File: config.mk
export PLATFORM = sky130hd
export DESIGN_NAME = iet_interrupt_event_trap_unit
export DESIGN_NICKNAME = d
export VERILOG_FILES = /design/src/shared/iet_pkg.sv /design/src/hdl/iet_interrupt_event_trap_unit.sv /design/src/hdl/iet_ext_router.sv
export SDC_FILE = /design/constraint.sdc
export NUM_CORES = 2
export LEC_CHECK = 0
export ABC_AREA = 1
export BUFFER_PORTS_ARGS = -buffer_cell sky130_fd_sc_hd__buf_2
export CELL_PAD_IN_SITES_DETAIL_PLACEMENT = 1
export CELL_PAD_IN_SITES_GLOBAL_PLACEMENT = 1
export CORE_AREA = 2 2 574 576
export CTS_CLUSTER_DIAMETER = 200
export DETAILED_ROUTE_END_ITERATION = 10
export DIE_AREA = 0 0 576 578
export PLACE_DENSITY = 0.63
export SYNTH_ARGS = -nofsm -noshare
export SYNTH_HDL_FRONTEND = slang
export SYNTH_SLANG_ARGS = --single-unit
File: constraint.sdc
create_clock -name clk_sys_i -period 188.3 [get_ports clk_sys_i]
set_input_delay 37.66 -clock clk_sys_i [delete_from_list [all_inputs] [get_ports clk_sys_i]]
set_output_delay 37.66 -clock clk_sys_i [all_outputs]
set_load 0.02 [all_outputs]
File: src/shared/iet_pkg.sv
// Package of constants for the interrupt, event transfer and trap unit.
// ----------------------------------------------------------------------
// Notes on behaviour
// - Each node is routed to vectored interrupt service or to a transfer channel.
// - Standard service branches to the node's vector table entry.
// - A channel transfer steals exactly one cycle from the CPU.
// - A transfer moves a byte or word, then bumps source and/or destination pointer.
// - Channel counter decrements per transfer, except in continuous mode.
// - Counter reaching zero turns the source's next service into a standard interrupt.
// - Eight independent transfer channels.
// - Request to branch takes 7 clocks with jump cache, 11 without.
// - 96 nodes, each with request flag, enable flag and priority field.
// - A group of shared nodes picks its source through source select inputs.
// - External router has 4 inputs, a routing matrix and 4 gating units.
// - Router inputs detect rising, falling or both edges.
// - Gating units combine events and pass them on pattern match or miss.
// - A hardware trap branches at once to its own vector location.
// - Each trap occurrence sets its own bit in the trap flag register.
// - A trap pre-empts anything except a trap service of higher or equal priority.
// - A running trap service is not pre-empted by interrupts or transfers.
// - Three service request pins derive system request zero and one traps.
// - A software trap with a number invokes that vector's service.
// - Software setting a request flag raises the request like hardware.
// ----------------------------------------------------------------------
package iet_pkg;

    localparam int NODES       = 96;
    localparam int CHANNELS    = 8;
    localparam int TRAPS       = 8;
    localparam int PRIO_W      = 4;
    localparam int PTR_W       = 24;
    localparam int CNT_W       = 8;
    localparam int VEC_W       = 8;
    localparam int ERU_CH      = 4;
    localparam int ESR_PINS    = 3;
    localparam int SHARED_BASE = 80;
    localparam int SHARED_N    = 4;
    localparam int ERU_BASE    = 92;

    // Response counts in CPU clocks, request pulse to branch.
    localparam int LAT_JC_CYC  = 7;
    localparam int LAT_NJC_CYC = 11;

    // Trap numbering: index 0 is the highest priority.
    localparam int TRAP_SR0    = 0;
    localparam int TRAP_SR1    = 1;
    localparam logic [VEC_W-1:0] TRAP_VEC_BASE = 8'h60;
    localparam logic [2:0]       TRAP_IDLE_IDX = 3'h7;

    localparam logic [PTR_W-1:0] PTR_RST = 24'h00_0000;
    localparam logic [CNT_W-1:0] CNT_RST = 8'h00;

    typedef enum logic [1:0] {
        ST_IDLE = 2'b01,
        ST_WAIT = 2'b10
    } iet_state_e;

endpackage

File: src/hdl/iet_interrupt_event_trap_unit.sv
// Interrupt nodes, event transfer channels and trap handling for the CPU.
`timescale 1ns/10ps
module iet_interrupt_event_trap_unit #(
    parameter int N  = iet_pkg::NODES,
    parameter int NC = iet_pkg::CHANNELS,
    parameter int PW = iet_pkg::PRIO_W,
    parameter int AW = iet_pkg::PTR_W,
    parameter int CW = iet_pkg::CNT_W
) (
    // Clock and reset
    input  wire logic                 clk_sys_i,
    input  wire logic                 rst_b_i,
    // Node sources and configuration
    input  wire logic [N-1:0]         periph_req_i,
    input  wire logic [3:0]           shared_src_i,
    input  wire logic [2*iet_pkg::SHARED_N-1:0] src_sel_i,
    input  wire logic [N-1:0]         sw_set_i,
    input  wire logic [N-1:0]         node_en_i,
    input  wire logic [N*PW-1:0]      node_prio_i,
    input  wire logic [N-1:0]         node_to_etc_i,
    input  wire logic [N*3-1:0]       node_etc_ch_i,
    input  wire logic [PW-1:0]        cpu_level_i,
    input  wire logic                 jump_cache_i,
    // Transfer channel configuration
    input  wire logic [NC-1:0]        chan_load_i,
    input  wire logic [AW-1:0]        chan_src_i,
    input  wire logic [AW-1:0]        chan_dst_i,
    input  wire logic [CW-1:0]        chan_cnt_i,
    input  wire logic [NC-1:0]        chan_inc_src_i,
    input  wire logic [NC-1:0]        chan_inc_dst_i,
    input  wire logic [NC-1:0]        chan_byte_i,
    input  wire logic [NC-1:0]        chan_cont_i,
    // External request router
    input  wire logic [3:0]           eru_in_i,
    input  wire logic [3:0]           eru_rise_i,
    input  wire logic [3:0]           eru_fall_i,
    input  wire logic [15:0]          eru_route_i,
    input  wire logic [3:0]           eru_pat_mask_i,
    input  wire logic [3:0]           eru_pat_i,
    input  wire logic [7:0]           eru_gate_i,
    // Traps
    input  wire logic [5:0]           hw_trap_i,
    input  wire logic [2:0]           esr_pin_i,
    input  wire logic [2:0]           esr_en_i,
    input  wire logic [2:0]           esr_to_one_i,
    input  wire logic [7:0]           trap_clr_i,
    input  wire logic                 trap_done_i,
    input  wire logic                 sw_trap_i,
    input  wire logic [7:0]           sw_trap_num_i,
    // CPU side
    output logic                      branch_o,
    output logic [7:0]                vector_o,
    output logic                      cpu_stall_o,
    // Memory side of the transfer channels
    output logic                      etc_xfer_o,
    output logic [AW-1:0]             etc_src_o,
    output logic [AW-1:0]             etc_dst_o,
    output logic                      etc_byte_o,
    // Status
    output logic [N-1:0]              node_req_o,
    output logic [NC*CW-1:0]          chan_cnt_o,
    output logic [7:0]                trap_flag_o,
    output logic                      trap_busy_o,
    output logic [3:0]                eru_evt_o
);

    // ----------------------------------------------------------------------
    // Declarations
    // ----------------------------------------------------------------------
    iet_pkg::iet_state_e state_reg;
    logic [N-1:0]        req_reg;
    logic [N-1:0]        src_vec;
    logic [N-1:0]        clr_vec;
    logic [AW-1:0]       src_ptr_reg [NC];
    logic [AW-1:0]       dst_ptr_reg [NC];
    logic [2:0]          esr_prev_reg;
    logic [2:0]          esr_rise;
    logic [7:0]          trap_src;
    logic [7:0]          trap_pend_reg;
    logic [2:0]          cur_trap_reg;
    logic                sw_pend_reg;
    logic [7:0]          sw_num_reg;
    logic [6:0]          win_idx;
    logic [PW-1:0]       win_prio;
    logic                win_valid;
    logic [6:0]          wait_idx_reg;
    logic [3:0]          wait_cnt_reg;
    logic [2:0]          trap_idx;
    logic [2:0]          win_ch;
    logic [CW-1:0]       win_cnt;
    logic                win_cont;
    logic                trap_go;
    logic                sw_go;
    logic                pick_ok;
    logic                etc_go;
    logic                wait_go;
    logic                int_go;

    // Lowest set index of a trap vector; index 0 wins.
    function automatic logic [2:0] first_set(input logic [7:0] v);
        logic [2:0] r;
        r = iet_pkg::TRAP_IDLE_IDX;
        for (int i = 7; i >= 0; i--)
            if (v[i])
                r = 3'(i);
        return r;
    endfunction

    // Byte transfers step a pointer by one, word transfers by two.
    function automatic logic [AW-1:0] step(input logic [AW-1:0] p, input logic inc, input logic b);
        logic [AW-1:0] r;
        r = p;
        if (inc)
            r = b ? p + AW'(1) : p + AW'(2);
        return r;
    endfunction

    // ----------------------------------------------------------------------
    // Request sources
    // ----------------------------------------------------------------------
    iet_ext_router #(
        .CH (iet_pkg::ERU_CH)
    ) u_router (
        .clk_sys_i  (clk_sys_i),
        .rst_b_i    (rst_b_i),
        .in_i       (eru_in_i),
        .rise_i     (eru_rise_i),
        .fall_i     (eru_fall_i),
        .route_i    (eru_route_i),
        .pat_mask_i (eru_pat_mask_i),
        .pat_i      (eru_pat_i),
        .gate_i     (eru_gate_i),
        .evt_o      (eru_evt_o)
    );

    always_comb
    begin
        src_vec = periph_req_i;
        for (int s = 0; s < iet_pkg::SHARED_N; s++)
            src_vec[iet_pkg::SHARED_BASE+s] = shared_src_i[src_sel_i[2*s +: 2]];
        for (int e = 0; e < iet_pkg::ERU_CH; e++)
            src_vec[iet_pkg::ERU_BASE+e] = periph_req_i[iet_pkg::ERU_BASE+e] | eru_evt_o[e];
    end

    // ----------------------------------------------------------------------
    // Arbitration among enabled pending nodes
    // ----------------------------------------------------------------------
    // A strict compare keeps the lowest node index on equal priority.
    always_comb
    begin
        win_idx   = '0;
        win_prio  = cpu_level_i;
        win_valid = 1'b0;
        for (int i = 0; i < N; i++)
        begin
            if (req_reg[i] && node_en_i[i] && node_prio_i[i*PW +: PW] > win_prio)
            begin
                win_idx   = 7'(i);
                win_prio  = node_prio_i[i*PW +: PW];
                win_valid = 1'b1;
            end
        end
    end

    assign win_ch   = node_etc_ch_i[win_idx*3 +: 3];
    assign win_cnt  = chan_cnt_o[win_ch*CW +: CW];
    assign win_cont = chan_cont_i[win_ch];
    assign trap_idx = first_set(trap_pend_reg);

    // ----------------------------------------------------------------------
    // Dispatch decisions
    // ----------------------------------------------------------------------
    assign trap_go = (trap_pend_reg != '0) && (!trap_busy_o || trap_idx < cur_trap_reg);
    assign sw_go   = !trap_go && !trap_busy_o && sw_pend_reg && state_reg == iet_pkg::ST_IDLE;
    assign pick_ok = !trap_go && !trap_busy_o && !sw_pend_reg && state_reg == iet_pkg::ST_IDLE
                     && win_valid;
    assign etc_go  = pick_ok && node_to_etc_i[win_idx] && (win_cnt != '0 || win_cont);
    assign wait_go = pick_ok && !etc_go;
    assign int_go  = !trap_go && state_reg == iet_pkg::ST_WAIT && wait_cnt_reg == '0;

    // A transfer that brings the counter to zero leaves the flag set for the interrupt.
    always_comb
    begin
        clr_vec = '0;
        if (etc_go && !(win_cnt == CW'(1) && !win_cont))
            clr_vec[win_idx] = 1'b1;
        if (int_go)
            clr_vec[wait_idx_reg] = 1'b1;
    end

    // ----------------------------------------------------------------------
    // Request flags
    // ----------------------------------------------------------------------
    // A new request in the cycle of its clear survives.
    always_ff @(posedge clk_sys_i or negedge rst_b_i)
    begin
        if (!rst_b_i)
            req_reg <= '0;
        else
            req_reg <= (req_reg & ~clr_vec) | src_vec | sw_set_i;
    end

    assign node_req_o = req_reg;

    // ----------------------------------------------------------------------
    // Response state machine
    // ----------------------------------------------------------------------
    always_ff @(posedge clk_sys_i or negedge rst_b_i)
    begin
        if (!rst_b_i)
        begin
            state_reg    <= iet_pkg::ST_IDLE;
            wait_idx_reg <= '0;
            wait_cnt_reg <= '0;
        end
        else
        begin
            case (state_reg)
                iet_pkg::ST_IDLE:
                begin
                    if (wait_go)
                    begin
                        state_reg    <= iet_pkg::ST_WAIT;
                        wait_idx_reg <= win_idx;
                        wait_cnt_reg <= jump_cache_i ? 4'(iet_pkg::LAT_JC_CYC - 3)
                                                     : 4'(iet_pkg::LAT_NJC_CYC - 3);
                    end
                end
                iet_pkg::ST_WAIT:
                begin
                    // A trap abandons the wait; the node flag stays set for later.
                    if (trap_go || int_go)
                        state_reg <= iet_pkg::ST_IDLE;
                    else
                        wait_cnt_reg <= wait_cnt_reg - 4'(1);
                end
                default:
                    state_reg <= iet_pkg::ST_IDLE;
            endcase
        end
    end

    // ----------------------------------------------------------------------
    // Branch requests to the CPU
    // ----------------------------------------------------------------------
    always_ff @(posedge clk_sys_i or negedge rst_b_i)
    begin
        if (!rst_b_i)
        begin
            branch_o <= 1'b0;
            vector_o <= '0;
        end
        else
        begin
            branch_o <= trap_go || sw_go || int_go;
            if (trap_go)
                vector_o <= iet_pkg::TRAP_VEC_BASE + 8'(trap_idx);
            else if (sw_go)
                vector_o <= sw_num_reg;
            else if (int_go)
                vector_o <= 8'(wait_idx_reg);
        end
    end

    // ----------------------------------------------------------------------
    // Event transfer channels
    // ----------------------------------------------------------------------
    always_ff @(posedge clk_sys_i or negedge rst_b_i)
    begin
        if (!rst_b_i)
        begin
            for (int c = 0; c < NC; c++)
            begin
                src_ptr_reg[c]         <= iet_pkg::PTR_RST;
                dst_ptr_reg[c]         <= iet_pkg::PTR_RST;
                chan_cnt_o[c*CW +: CW] <= iet_pkg::CNT_RST;
            end
        end
        else
        begin
            for (int c = 0; c < NC; c++)
            begin
                if (chan_load_i[c])
                begin
                    src_ptr_reg[c]         <= chan_src_i;
                    dst_ptr_reg[c]         <= chan_dst_i;
                    chan_cnt_o[c*CW +: CW] <= chan_cnt_i;
                end
                else if (etc_go && win_ch == 3'(c))
                begin
                    src_ptr_reg[c] <= step(src_ptr_reg[c], chan_inc_src_i[c], chan_byte_i[c]);
                    dst_ptr_reg[c] <= step(dst_ptr_reg[c], chan_inc_dst_i[c], chan_byte_i[c]);
                    if (!chan_cont_i[c])
                        chan_cnt_o[c*CW +: CW] <= chan_cnt_o[c*CW +: CW] - CW'(1);
                end
            end
        end
    end

    // The transfer is presented for one cycle while the CPU is held.
    always_ff @(posedge clk_sys_i or negedge rst_b_i)
    begin
        if (!rst_b_i)
        begin
            etc_xfer_o  <= 1'b0;
            cpu_stall_o <= 1'b0;
            etc_src_o   <= '0;
            etc_dst_o   <= '0;
            etc_byte_o  <= 1'b0;
        end
        else
        begin
            etc_xfer_o  <= etc_go;
            cpu_stall_o <= etc_go;
            if (etc_go)
            begin
                etc_src_o  <= src_ptr_reg[win_ch];
                etc_dst_o  <= dst_ptr_reg[win_ch];
                etc_byte_o <= chan_byte_i[win_ch];
            end
        end
    end

    // ----------------------------------------------------------------------
    // Traps and service request pins
    // ----------------------------------------------------------------------
    assign esr_rise = esr_pin_i & ~esr_prev_reg & esr_en_i;

    always_comb
    begin
        trap_src                = {hw_trap_i, 2'b00};
        trap_src[iet_pkg::TRAP_SR0] = |(esr_rise & ~esr_to_one_i);
        trap_src[iet_pkg::TRAP_SR1] = |(esr_rise & esr_to_one_i);
    end

    always_ff @(posedge clk_sys_i or negedge rst_b_i)
    begin
        if (!rst_b_i)
        begin
            esr_prev_reg  <= '0;
            trap_flag_o   <= '0;
            trap_pend_reg <= '0;
        end
        else
        begin
            esr_prev_reg <= esr_pin_i;
            // Set wins over a software clear in the same cycle.
            trap_flag_o  <= (trap_flag_o & ~trap_clr_i) | trap_src;
            trap_pend_reg <= (trap_pend_reg & ~(trap_go ? 8'(1) << trap_idx : 8'h00)) | trap_src;
        end
    end

    // Nesting depth is one: finishing a pre-empting trap ends the busy state.
    always_ff @(posedge clk_sys_i or negedge rst_b_i)
    begin
        if (!rst_b_i)
        begin
            trap_busy_o  <= 1'b0;
            cur_trap_reg <= iet_pkg::TRAP_IDLE_IDX;
        end
        else if (trap_go)
        begin
            trap_busy_o  <= 1'b1;
            cur_trap_reg <= trap_idx;
        end
        else if (trap_done_i)
        begin
            trap_busy_o  <= 1'b0;
            cur_trap_reg <= iet_pkg::TRAP_IDLE_IDX;
        end
    end

    always_ff @(posedge clk_sys_i or negedge rst_b_i)
    begin
        if (!rst_b_i)
        begin
            sw_pend_reg <= 1'b0;
            sw_num_reg  <= '0;
        end
        else if (sw_trap_i && !sw_pend_reg)
        begin
            sw_pend_reg <= 1'b1;
            sw_num_reg  <= sw_trap_num_i;
        end
        else if (sw_go)
            sw_pend_reg <= 1'b0;
    end

endmodule // iet_interrupt_event_trap_unit

File: src/hdl/iet_ext_router.sv
// External request router: edge trigger logic, routing matrix and output gating.
`timescale 1ns/10ps
module iet_ext_router #(
    parameter int CH = 4
) (
    // Clock and reset
    input  wire logic            clk_sys_i,
    input  wire logic            rst_b_i,
    // Inputs and trigger selection
    input  wire logic [CH-1:0]   in_i,
    input  wire logic [CH-1:0]   rise_i,
    input  wire logic [CH-1:0]   fall_i,
    // Routing matrix, bit o*CH+i sends input i to output o
    input  wire logic [CH*CH-1:0] route_i,
    // Gating: pattern over input levels and two mode bits per output
    input  wire logic [CH-1:0]   pat_mask_i,
    input  wire logic [CH-1:0]   pat_i,
    input  wire logic [2*CH-1:0] gate_i,
    // Gated events
    output logic      [CH-1:0]   evt_o
);

    logic [CH-1:0] prev_reg;
    logic [CH-1:0] edge_evt;
    logic          pat_hit;

    // ----------------------------------------------------------------------
    // Edge trigger logic
    // ----------------------------------------------------------------------
    always_ff @(posedge clk_sys_i or negedge rst_b_i)
    begin
        if (!rst_b_i)
            prev_reg <= '0;
        else
            prev_reg <= in_i;
    end

    // Both edges are detected when both selects are set.
    assign edge_evt = (rise_i & in_i & ~prev_reg) | (fall_i & ~in_i & prev_reg);
    assign pat_hit  = ((in_i ^ pat_i) & pat_mask_i) == '0;

    // ----------------------------------------------------------------------
    // Routing matrix and output gating
    // ----------------------------------------------------------------------
    always_ff @(posedge clk_sys_i or negedge rst_b_i)
    begin
        if (!rst_b_i)
            evt_o <= '0;
        else
        begin
            for (int o = 0; o < CH; o++)
            begin
                case (gate_i[2*o +: 2])
                    2'b01:   evt_o[o] <= |(edge_evt & route_i[o*CH +: CH]);
                    2'b10:   evt_o[o] <= |(edge_evt & route_i[o*CH +: CH]) & pat_hit;
                    2'b11:   evt_o[o] <= |(edge_evt & route_i[o*CH +: CH]) & ~pat_hit;
                    default: evt_o[o] <= 1'b0;
                endcase
            end
        end
    end

endmodule // iet_ext_router

==> impl_summary.txt <==
----------------------------------------------------
[Route]
  Post-route ant nets ... 0
  Via count normalized by instance count ... just over 5
  Avg WL per Cell ... 28.4 µm
  Via count ... approximately 88000
  Total length of routed wires ... about 500 mm
  Initial DRC Count ... approximately 7500
  Drt pass-1 iters ... 6
  Number of remaining DRC errors ... 0

[Synth]
  Cells after Synth ... ~11000
  Most used flip-flop cell after synthesis ... dfrtp_1
  Mux contribution to synthesized area ... less than 1%
  Number of synthesized register bits ... about 660
  Syn_area_per_cell ... approximately 6.6 µm²
  Net count after synthesis ... 12932
  Number of flops mapped to enable cells by yosys ... 0
  Xor/xnor share of the synthesized area ... ~2.9%
  Largest family of logic cells by synthesized area ... simple AND/OR/NAND/NOR gates
  Total of warnings raised by yosys ... 0
  Async set or reset register ratio after synthesis ... 100%
  Adder-cell share of the synthesized area ... between 4 and 5%
  Post-synthesis simple-gate area fraction ... between 40% and 50%
  Synth Area in Compound Gates ... approximately 13%
  Cell Area, Synth ... between 70000 and 80000 µm²
  Sequential-to-total area share from yosys stat ... about 22%
  Yosys cell types ... between 80 and 90

[Cells and area]
  Fraction of layout cells with a size suffix above 1 ... a little under a quarter
  Most used cells in the layout excluding fill and tap cells ... nand2_1 (2753), nand3_1 (1656), buf_2 (1475)
  Number of nets at the end of the flow ... roughly 14000
  Area overhead of the layout relative to synthesis ... 16.4%
  Commonest non-fill, non-tap cell in the layout ... nand2_1
  Final instance area ... ~90000 µm²
  Number of cells in the finished layout apart from fillers ... approximately 17000

[Global route]
  Total gr overflow ... 0
  Overall global routing resource usage ... approximately 28%
  Global-route wire length before repair ... approximately 670 mm
  Antenna violations before repair ... just under 300
  Maximum number of pins on one net before global-route repair ... between 100 and 150
  Vias in the first global route ... ~85000

[Floorplan]
  Initial cell density of the core ... between 20% and 30%
  Core area ... 326000 µm²
  Num rows ... 210
  Top Ports ... ~1500
  Height of the die ... 578 µm
  Die X-Extent ... approximately 580 µm
  Die Footprint ... approximately 330000 µm²

[Worst setup path]
  FF-to-FF Start ... node_req_o[0]$_DFF_PN0_
  Crit path from ... node_prio_i[0]
  Peak fanout along the critical path ... 41
  Worst reg-to-reg setup slack ... ~68 ns
  Cell with the largest stage delay on the worst path ... nor2_1
  Kind of critical path ... in2reg
  Register-to-Register Path Depth ... 666
  RR Endpoint ... src_ptr_reg[87]$_DFFE_PN0P_
  Crit. End Element ... flip-flop
  Type of element launching the critical path ... input pin
  Worst path most repeated cell ... ha_1
  Max incr delay on CP ... about 0.87 ns
  Crit path required time ... 189.07 ns
  Termination of the worst setup path ... src_ptr_reg[87]$_DFFE_PN0P_
  Endpoint arrival time on the critical path ... approximately 160 ns

[Clocking]
  Hold buffers post-CTS ... 0
  Number of gates resized after cts ... 0
  Number of H-tree levels ... 3
  Maximum clock path buffer count ... 4
  Count of buffers added by post-CTS timing repair for setup ... 0
  Clock buffers created by TritonCTS ... 95
  Clock Pin Slew Worst Setup and Hold Paths ... ~0.06 ns
  CTS tree ... built
  Insertion delay to the later sink of the worst-skew pair ... around 0.85 ns
  Clk root buf ... clkbuf_16
  Number of clock sinks ... 656

[Placement]
  Post-DP HPWL ... 406 mm
  Dpl cells ... approximately 17000
  Routability congestion estimate from global placement ... between 0.9 and 1
  Placed Area ... about 84000 µm²
  Buffers added on ports ... 1476

[Timing]
  Normalized max-slew margin ... 14.3%
  Final Hold Vio Count ... 0
  Final critical-path share of the clock period ... 83.5%
  Pin slew with the least headroom to its limit ... ~1.3 ns
  Clock period minus worst slack ... about 160 ns
  Worst hold slack ... ~0.48 ns
  Fmax achieved ... about 6.4 MHz
  Final setup violation count ... 0
  Max-slew violation count ... 0
  Setup clock skew after layout ... 0.0843 ns
  Unrepaired setup endpoints after global routing ... false
  Setup total negative slack ... 0 ns

[Outcome]
  Result of the run ... finished clean

[Worst hold path]
  Worst hold path class ... reg2reg

[Run]
  Maxcap violations ... 0

----------------------------------------------------
-- worst min-delay path by stage --
stage,start,end,slack [ns],depth (start not counted)
floorplan,sw_num_reg[7]$_DFFE_PN0P_,vector_o[7]$_DFFE_PN0P_,0.44,2
CTS,etc_dst_o[4]$_DFFE_PN0P_,etc_dst_o[4]$_DFFE_PN0P_,0.49,2
global placement,etc_dst_o[1]$_DFFE_PN0P_,etc_dst_o[1]$_DFFE_PN0P_,0.47,2
finish,etc_dst_o[3]$_DFFE_PN0P_,etc_dst_o[3]$_DFFE_PN0P_,0.48,2
detailed placement,etc_dst_o[4]$_DFFE_PN0P_,etc_dst_o[4]$_DFFE_PN0P_,0.48,2
global route,etc_dst_o[15]$_DFFE_PN0P_,etc_dst_o[15]$_DFFE_PN0P_,0.51,2
-- worst max-delay path: cells and delay by family --
kind / cells / cell delay [ns]
compound gates: 133 / 33.34
fa+ha+maj: 96 / 30.28
buf+inv: 66 / 6.53
simple gates: 375 / 49.70
-- final cells by class --
class	instances	area, µm²
Inverter	1358	5200
Tap cell	4346	5440
Timing Repair Buffer	1560	8050
Clock inverter	26	258
Multi-Input combinational cell	8918	49100
Antenna cell	154	385
Clock buffer	145	2880
Fill cell	42002	239000
Sequential cell	656	16400
-- layer usage --
metal / vias to the layer above / track usage, % / share of wire (%)
met5: - / 0 / 0.18
li1: 40300 / - / -
met2: 3341 / 44.8 / 44
met3: 916 / 7.02 / 8.0
met1: 43128 / 36.1 / 42
met4: 132 / 13.1 / 5.3
-- synth_stat cells, types with 28 or more instances --
library cell	count	area share, %
nand2_1	2754	14
nand3_1	1656	11
inv_1	1284	6.4
o21ai_0	929	6.2
nor2_1	672	3.3
dfrtp_1	652	22
nand2_2	494	4.1
nand3_2	298	4.0
ha_1	255	4.2
a21oi_1	207	1.4
o21ai_1	154	1.0
xor2_1	153	1.8
nor3_1	152	1.0
o22ai_1	117	0.97
o21bai_1	114	1.1
clkbuf_1	109	0.54
nor2_2	107	0.89
buf_6	103	1.5
nor2_4	100	1.5
nand3b_1	98	0.98
xnor2_1	98	1.1
nand4_1	96	0.80
nand2_4	81	1.2
clkbuf_8	62	1.1
inv_2	58	0.29
buf_2	51	0.34
o221ai_1	50	0.58
a22oi_1	47	0.47
nor4_1	38	0.32
buf_8	35	0.70
o211ai_1	28	0.28
-- logic make-up after synthesis --
kind of cell    count (synthesis)
fa+ha+maj                     255
flops                         656
mux                             7
xor+xnor                      251
simple gates                 6631
compound gates               1774
buf+inv                      1855
-- through the flow --
| stage | util (%) | setup slack [ns] |
|---|---|---|
| after global routing | 26.8 | 20.68 |
| after CTS | 26.8 | 32.01 |
| final | 26.9 | 31.05 |
| after global placement | 25.8 | 32.31 |
| after detailed placement | 25.8 | 31.52 |
| after floorplan | - | 55.99 |
Power is not shown: default switching activity piles up to over one toggle a cycle in this logic, so the estimate is an artifact.
